**config.mk**
```make
export PLATFORM = sky130hd
export DESIGN_NAME = dac_cfg_ctrl
export DESIGN_NICKNAME = d
export VERILOG_FILES = /design/src/hw/dac_cfg_ctrl.v
export VERILOG_INCLUDE_DIRS = /design/src /design/src/hw
export SDC_FILE = /design/constraint.sdc
export NUM_CORES = 2
export LEC_CHECK = 0
export ABC_AREA = 1
export BUFFER_PORTS_ARGS = -buffer_cell sky130_fd_sc_hd__buf_2
export CAP_MARGIN = 20
export CELL_PAD_IN_SITES_DETAIL_PLACEMENT = 2
export CELL_PAD_IN_SITES_GLOBAL_PLACEMENT = 2
export CORE_ASPECT_RATIO = 1.1
export CORE_MARGIN = 5
export CORE_UTILIZATION = 35
export DETAILED_ROUTE_END_ITERATION = 6
export HOLD_SLACK_MARGIN = 0.06
export PLACE_DENSITY_LB_ADDON = 0.15
export RECOVER_POWER = 100
export SKIP_CTS_REPAIR_TIMING = 1
export SLEW_MARGIN = 20
export SYNTH_ARGS = -nofsm -noshare
export SYNTH_HDL_FRONTEND = slang
export SYNTH_SLANG_ARGS = --single-unit
export TNS_END_PERCENT = 30
```
**constraint.sdc**
```tcl
create_clock -name CLK -period 10.2 [get_ports CLK]
set_input_delay 2.04 -clock CLK [delete_from_list [all_inputs] [get_ports CLK]]
set_output_delay 2.04 -clock CLK [all_outputs]
set_load 0.01 [all_outputs]
```
**src/hw/dac_cfg_consts.vh**
```
// Constants for the converter configuration control block
`ifndef DAC_CFG_CONSTS_VH
`define DAC_CFG_CONSTS_VH
// Configuration register field positions
`define CFG_READSEL_BIT 15
`define CFG_SYNCLD_BIT 14
`define CFG_SWRST_BIT 13
`define CFG_PDA_BIT 12
`define CFG_PDB_BIT 11
`define CFG_CALEN_BIT 10
`define CFG_RSVD_BIT 9
`define CFG_SPANA_BIT 8
// Reset value of the upper configuration byte
`define CFG_RESET 8'h80
// Correction defaults
`define ZERO_RESET 16'h0000
`define GAIN_RESET 16'h8000
// Access kinds on the register port
`define SEL_CFG 2'h0
`define SEL_DATA 2'h1
`define SEL_ZERO 2'h2
`define SEL_GAIN 2'h3
`endif

```
**src/hw/dac_cfg_ctrl.v**
```verilog
// Configuration control, data path and latch logic of the octal converter
// Function
// Readback gives input data when select is 0, converter data when 1.
// With correction on, input register keeps raw word, converter register corrected.
// Latch pin high and load bit set copies converter data into latches.
// Load refreshes only channels written since last latch pin low or load.
// Load bit clears itself once its latch update is done.
// Correction off: load bit updates latches immediately when set.
// Load bit writes are ignored while latch pin is low.
// Software reset bit resets the device like hardware reset, then reads 0. Code sets OFFSET_A_RELOAD to 1 and keeps RDATA and RVALID.
// Group A power-down puts channels 0 to 3 in power-down.
// Group B power-down puts channels 4 to 7 in power-down.
// Correction on: input word adjusted by channel gain and zero registers.
// Correction off: input word passes unchanged straight to converter register.
// Reserved bit 9 ignores writes and reads as 0.
// Span bit selects six times reference at 0, four times at 1.
// Span bit change reloads group A offset register with trimmed value.
// Zero registers are 16-bit two's complement, default zero.
// Gain registers are 16-bit straight binary, default 32768.
// Correction is input times gain over 32768 plus zero, saturated.
`include "dac_cfg_consts.vh"
`default_nettype none
module dac_cfg_ctrl #(
  parameter CHANNELS = 8,
  parameter [15:0] OFFA_TRIM_X6 = 16'h8000,
  parameter [15:0] OFFA_TRIM_X4 = 16'h8000
) (
  // Clock and reset
  input wire CLK,
  input wire NRST,
  // Register port from the serial front end
  input wire WR_STB,
  input wire RD_STB,
  input wire [1:0] SEL,
  input wire [2:0] CHAN,
  input wire [15:0] WDATA,
  output reg [15:0] RDATA,
  output reg RVALID,
  // Asynchronous latch load pin, active low
  input wire LATCH_LOAD_PIN_N,
  // Analog-side controls
  output reg [16*CHANNELS-1:0] LATCH_OUT,
  output reg GROUP_A_POWERDOWN,
  output reg GROUP_B_POWERDOWN,
  output reg SPAN_A_X4,
  output reg [15:0] OFFSET_A,
  output reg OFFSET_A_RELOAD
);

  // ****************************************
  // Functions
  // ****************************************

  // Corrected word; 33-bit product keeps full range before saturation
  function [15:0] correct;
    input [15:0] din;
    input [15:0] gain;
    input [15:0] zero;
    reg [32:0] prod;
    reg signed [18:0] sum;
    begin
      prod = {17'h00000, din} * {17'h00000, gain};
      sum = $signed({2'h0, prod[31:15]}) + $signed({{3{zero[15]}}, zero});
      if (sum < 0) begin
        correct = 16'h0000;
      end else if (sum > 19'sh0FFFF) begin
        correct = 16'hFFFF;
      end else begin
        correct = sum[15:0];
      end
    end
  endfunction

  // ****************************************
  // Pin synchroniser
  // ****************************************

  reg ll_meta_reg;
  reg ll_sync_reg;
  reg ll_prev_reg;
  // Two stages plus an edge-detect stage; logic reads the second and the third
  always @(posedge CLK or negedge NRST) begin
    if (!NRST) begin
      ll_meta_reg <= 1'b1;
      ll_sync_reg <= 1'b1;
      ll_prev_reg <= 1'b1;
    end else begin
      ll_meta_reg <= LATCH_LOAD_PIN_N;
      ll_sync_reg <= ll_meta_reg;
      ll_prev_reg <= ll_sync_reg;
    end
  end
  wire pin_fall = ll_prev_reg & ~ll_sync_reg;

  // ****************************************
  // Register state
  // ****************************************

  reg [7:0] cfg_reg;
  reg sw_rst_reg;
  reg load_pend_reg;
  reg calc_busy_reg;
  reg [2:0] calc_chan_reg;
  reg [15:0] in_reg [0:CHANNELS-1];
  reg [15:0] dac_reg [0:CHANNELS-1];
  reg [15:0] zero_reg [0:CHANNELS-1];
  reg [15:0] gain_reg [0:CHANNELS-1];
  reg [CHANNELS-1:0] dirty_reg;
  integer i;

  wire cfg_wr = WR_STB & (SEL == `SEL_CFG);
  wire data_wr = WR_STB & (SEL == `SEL_DATA);
  wire cal_on = cfg_reg[`CFG_CALEN_BIT-8];
  // Load request accepted only with pin high; pin low ignores it
  wire ld_req = cfg_wr & WDATA[`CFG_SYNCLD_BIT] & ll_sync_reg;
  // Load waits until no correction is in flight
  wire do_load = (load_pend_reg | ld_req) & ~calc_busy_reg & ~(data_wr & cal_on);
  wire new_span = WDATA[`CFG_SPANA_BIT];

  // Main state; software reset reuses the power-on values except OFFSET_A_RELOAD, which it sets to 1
  always @(posedge CLK or negedge NRST) begin
    if (!NRST) begin
      cfg_reg <= `CFG_RESET;
      sw_rst_reg <= 1'b0;
      load_pend_reg <= 1'b0;
      calc_busy_reg <= 1'b0;
      calc_chan_reg <= 3'h0;
      dirty_reg <= {CHANNELS{1'b0}};
      LATCH_OUT <= {16*CHANNELS{1'b0}};
      OFFSET_A <= OFFA_TRIM_X6;
      OFFSET_A_RELOAD <= 1'b0;
      for (i = 0; i < CHANNELS; i = i + 1) begin
        in_reg[i] <= 16'h0000;
        dac_reg[i] <= 16'h0000;
        zero_reg[i] <= `ZERO_RESET;
        gain_reg[i] <= `GAIN_RESET;
      end
    end else if (sw_rst_reg) begin
      // One-cycle internal reset; the bit then reads 0
      cfg_reg <= `CFG_RESET;
      sw_rst_reg <= 1'b0;
      load_pend_reg <= 1'b0;
      calc_busy_reg <= 1'b0;
      calc_chan_reg <= 3'h0;
      dirty_reg <= {CHANNELS{1'b0}};
      LATCH_OUT <= {16*CHANNELS{1'b0}};
      OFFSET_A <= OFFA_TRIM_X6;
      OFFSET_A_RELOAD <= 1'b1;
      for (i = 0; i < CHANNELS; i = i + 1) begin
        in_reg[i] <= 16'h0000;
        dac_reg[i] <= 16'h0000;
        zero_reg[i] <= `ZERO_RESET;
        gain_reg[i] <= `GAIN_RESET;
      end
    end else begin
      OFFSET_A_RELOAD <= 1'b0;
      // Configuration write; load and reset bits are actions, bit 9 dropped
      if (cfg_wr) begin
        cfg_reg <= {WDATA[15], 1'b0, 1'b0, WDATA[12:10], 1'b0, new_span};
        sw_rst_reg <= WDATA[`CFG_SWRST_BIT];
        if (new_span != cfg_reg[0]) begin
          OFFSET_A <= new_span ? OFFA_TRIM_X4 : OFFA_TRIM_X6;
          OFFSET_A_RELOAD <= 1'b1;
        end
      end
      // Correction register writes
      if (WR_STB & (SEL == `SEL_ZERO)) begin
        zero_reg[CHAN] <= WDATA;
      end
      if (WR_STB & (SEL == `SEL_GAIN)) begin
        gain_reg[CHAN] <= WDATA;
      end
      // Correction takes one extra cycle; without it data goes straight through
      calc_busy_reg <= data_wr & cal_on;
      if (calc_busy_reg) begin
        dac_reg[calc_chan_reg] <= correct(in_reg[calc_chan_reg], gain_reg[calc_chan_reg],
          zero_reg[calc_chan_reg]);
      end
      if (data_wr) begin
        in_reg[CHAN] <= WDATA;
        calc_chan_reg <= CHAN;
        if (!cal_on) begin
          dac_reg[CHAN] <= WDATA;
        end
      end
      // Latch transfer by pin fall or load bit; only written channels move
      if (pin_fall | do_load) begin
        for (i = 0; i < CHANNELS; i = i + 1) begin
          if (dirty_reg[i]) begin
            LATCH_OUT[16*i +: 16] <= dac_reg[i];
          end
        end
        dirty_reg <= {CHANNELS{1'b0}};
        load_pend_reg <= 1'b0;
      end else begin
        load_pend_reg <= load_pend_reg | ld_req;
      end
      // Write after a transfer decision still marks its channel
      if (data_wr) begin
        dirty_reg[CHAN] <= 1'b1;
      end
    end
  end

  // ****************************************
  // Outputs and readback
  // ****************************************

  // Group controls registered again from configuration flops, one cycle after them
  always @(posedge CLK or negedge NRST) begin
    if (!NRST) begin
      GROUP_A_POWERDOWN <= 1'b0;
      GROUP_B_POWERDOWN <= 1'b0;
      SPAN_A_X4 <= 1'b0;
    end else begin
      GROUP_A_POWERDOWN <= cfg_reg[`CFG_PDA_BIT-8];
      GROUP_B_POWERDOWN <= cfg_reg[`CFG_PDB_BIT-8];
      SPAN_A_X4 <= cfg_reg[`CFG_SPANA_BIT-8];
    end
  end

  // Read data registered one cycle after the strobe
  always @(posedge CLK or negedge NRST) begin
    if (!NRST) begin
      RDATA <= 16'h0000;
      RVALID <= 1'b0;
    end else begin
      RVALID <= RD_STB;
      if (RD_STB) begin
        case (SEL)
          `SEL_CFG: RDATA <= {cfg_reg[7], load_pend_reg, sw_rst_reg, cfg_reg[4:0], 8'h00};
          `SEL_DATA: RDATA <= cfg_reg[7] ? dac_reg[CHAN] : in_reg[CHAN];
          `SEL_ZERO: RDATA <= zero_reg[CHAN];
          `SEL_GAIN: RDATA <= gain_reg[CHAN];
          default: RDATA <= 16'h0000;
        endcase
      end
    end
  end

endmodule
`default_nettype wire

```
==> out/results.ini <==
[timing]
worst_pin_slew_ns = 4.917
setup_viol = 0
finalCriticalPeriod_ns = 9.771
fmax_mhz = 102.3
fin_setup_tns_ns = 0
finalHoldViolations = 0
setup_slack_ns = 0.4294
finalCritPeriodShare_pct = 95.79
final_max_slew_viol_count = 1048
maxSlewHeadroom_pct = -227.8
fin_hold_ws_ns = 0.3626
skew_ns = 0.05581
rsz0062_at_grt = false

[die]
core_sq_um = 125100
rows = 136
fp.dieH_microns = 382.0
fp.dieArea_sq_um = 133000
ioPinCount = 191
die_x_microns = 348.2
start_util_pct = 35.20

[clock_tree]
insertion_delay_ns = 0.72
clk_pin_slew_worst_paths_ns = 0.06
cts_tree = built
clock-sinks = 683
cts_root_buf = clkbuf_16
htree_levels = 3
cts_buffers = 82
cts_buffer_depth = 3

[logic_synthesis]
ys_types = 53
seq_area_frac_synth_pct = 38.86
synth.avg_cell_area_sq_um = 7.613
ys_async_sr_fraction_pct = 100.0
synth-edff-count = 0
ys_warn_count = 0
syn_inst = 5783
ys_seq_elements = 683
ys.flop_type = dfrtp_1
netlist_area_sq_um = 44030

[placement]
finalWeightedCongestion = 0.9351
dp.cells = 7484
dp_worst_setup_slack_ns = 0.05548
io_buffers = 174
placed_cell_area_sq_um = 47550
dp_hpwl_mm = 170.9

[final_layout]
layout_commonest_cell = nand2_1
area_growth_pct = 13.65
multi_input_area_sq_um = 22020
fillCellCount = 14429
postLayoutCellArea_sq_um = 50040
instances_no_fill = 7642
final_core_util_pct = 40.01
seq_area_sq_um = 17110
layout-drive-gt1-share_pct = 6.453
nets = 6256
final_cell_mix = nand2_1 (1353), inv_1 (982), dfrtp_1 (669)

[status]
violations = capacitance limit, slew limit
outcome = complete, but fails checks

[setup_path]
cpPeakStageDelay_ns = 0.57
critPathTopFamily = adder cells
crit_arrival_ns = 10.36
crit_required_ns = 10.79
crit_path_start_kind = flop
worstSetupEndpointType = flop
worst-path-buf-inv = 9
crit_type = flop to flop
crit_path_max_fanout = 21
critPathSlowestCell = buf_4

[global_route]
antenna_found_initial = 23
grt_usage_pct = 35.35
grt_overflow_total = 0
grt_pass1_wl_mm = 345.0
grt_max_degree = 167
grt_pass1_vias = 47948

[power]
p_leak_nw = 24.16
peakVddDrop_v = 0.0001233
total_power_mw = 11.15
powerDensity_nw_per_um2 = 222.9

[drt]
ant_nets = 0
detail_route.wl_per_cell_microns = 31.46
viasPerCell = 5.872
remaining_drc_errors = 0
route.vias.total = 44874
dr.pass1.iters = 5
drtIter0Drc = 4616
wl_mm = 240.4

[min_path]
hold_class = flop to flop

[run]
drv_cap = 24

final cells by class:
| type | count | share of cell area [%] |
|---|---|---|
| diodes | 4 | 0.02000 |
| inverters | 1016 | 7.664 |
| multi-input cells | 3773 | 44.01 |
| well taps | 1656 | 4.141 |
| flip-flops and latches | 683 | 34.19 |
| clock inverters | 27 | 0.8052 |
| repair buffers | 358 | 4.366 |
| clock buffers | 125 | 4.804 |
synth_stat cells, types with 3 or more instances:
library cell,n,share of area [%]
o2111ai_1,50,0.99
a21o_1,6,0.10
o31ai_1,8,0.14
a31oi_1,12,0.17
o22ai_1,236,3.4
o41ai_1,13,0.26
inv_1,986,8.4
nor2_1,414,3.5
nor4_1,5,0.071
ha_1,122,3.5
o21ai_1,98,1.1
a21oi_1,252,2.9
buf_4,18,0.31
clkinv_1,14,0.12
nor2_2,5,0.071
nand3_1,229,2.6
nand4_1,27,0.38
o21ai_2,9,0.18
o211ai_1,11,0.19
fa_1,194,8.8
dfstp_2,12,0.72
clkbuf_1,240,2.0
xor2_1,19,0.38
nand3b_1,4,0.068
nor3_2,3,0.068
o221ai_1,3,0.060
a21oi_2,8,0.16
dfrtp_1,671,38
o21a_1,7,0.12
o2bb2ai_1,6,0.12
inv_2,16,0.14
o21ai_0,485,5.5
a22oi_1,59,1.0
xnor2_1,5,0.099
buf_1,41,0.35
nand2_1,1358,12
nor3_1,20,0.23
a221oi_1,69,1.4
buf_2,26,0.30
o21bai_1,3,0.051
final timing paths:
kind                                         startpoint                   endpoint  slack, ns  depth (start not counted)
min                               ll_meta_reg$_DFF_PN1_      ll_sync_reg$_DFF_PN1_       0.36                          0
max                        calc_chan_reg[1]$_DFFE_PN0P_      dac_reg[32]$_DFF_PN0_       0.43                         36
max in group asynchronous                          NRST     in_reg[47]$_DFFE_PN0P_       1.46                          3
min in group asynchronous                          NRST  LATCH_OUT[12]$_DFFE_PN0P_       3.06                          1
max reg2reg                calc_chan_reg[1]$_DFFE_PN0P_      dac_reg[32]$_DFF_PN0_       0.43                         36
min reg2reg                       ll_meta_reg$_DFF_PN1_      ll_sync_reg$_DFF_PN1_       0.36                          0
power breakdown:
group	switching [mW]	internal [mW]	leakage [nW]	total, mW
registers	0.611	3.34	8.92	3.95
logic	2.83	1.21	13.9	4.04
clock network	1.34	1.82	1.38	3.16
logic make-up after synthesis:
kind of cell,Yosys count,synth area share [%]
AOI/OAI and AO/OA,1345,17.96
xor gates and xnor gates,24,0.4774
adders and majority gates,316,12.29
buffers and inverters,1341,11.66
DFF,683,38.86
other,2,0.01706
and+or+nand+nor,2072,18.74
layer usage:
metal  global-route usage (%)  wire, microns
met3                    6.819          20610
met5                        0            193
met1                    45.86          95680
met4                    17.64          14810
met2                    56.59         109100
worst register-to-register path, delay by kind of cell (launching register included):
family	cells	cell delay (ns)
xor+xnor	1	0.24
simple gates	10	1.41
flops	1	0.50
buf+inv	9	2.00
fa+ha+maj	8	3.76
compound gates	8	1.75
Note: power is estimated with default switching activity, not from simulation.
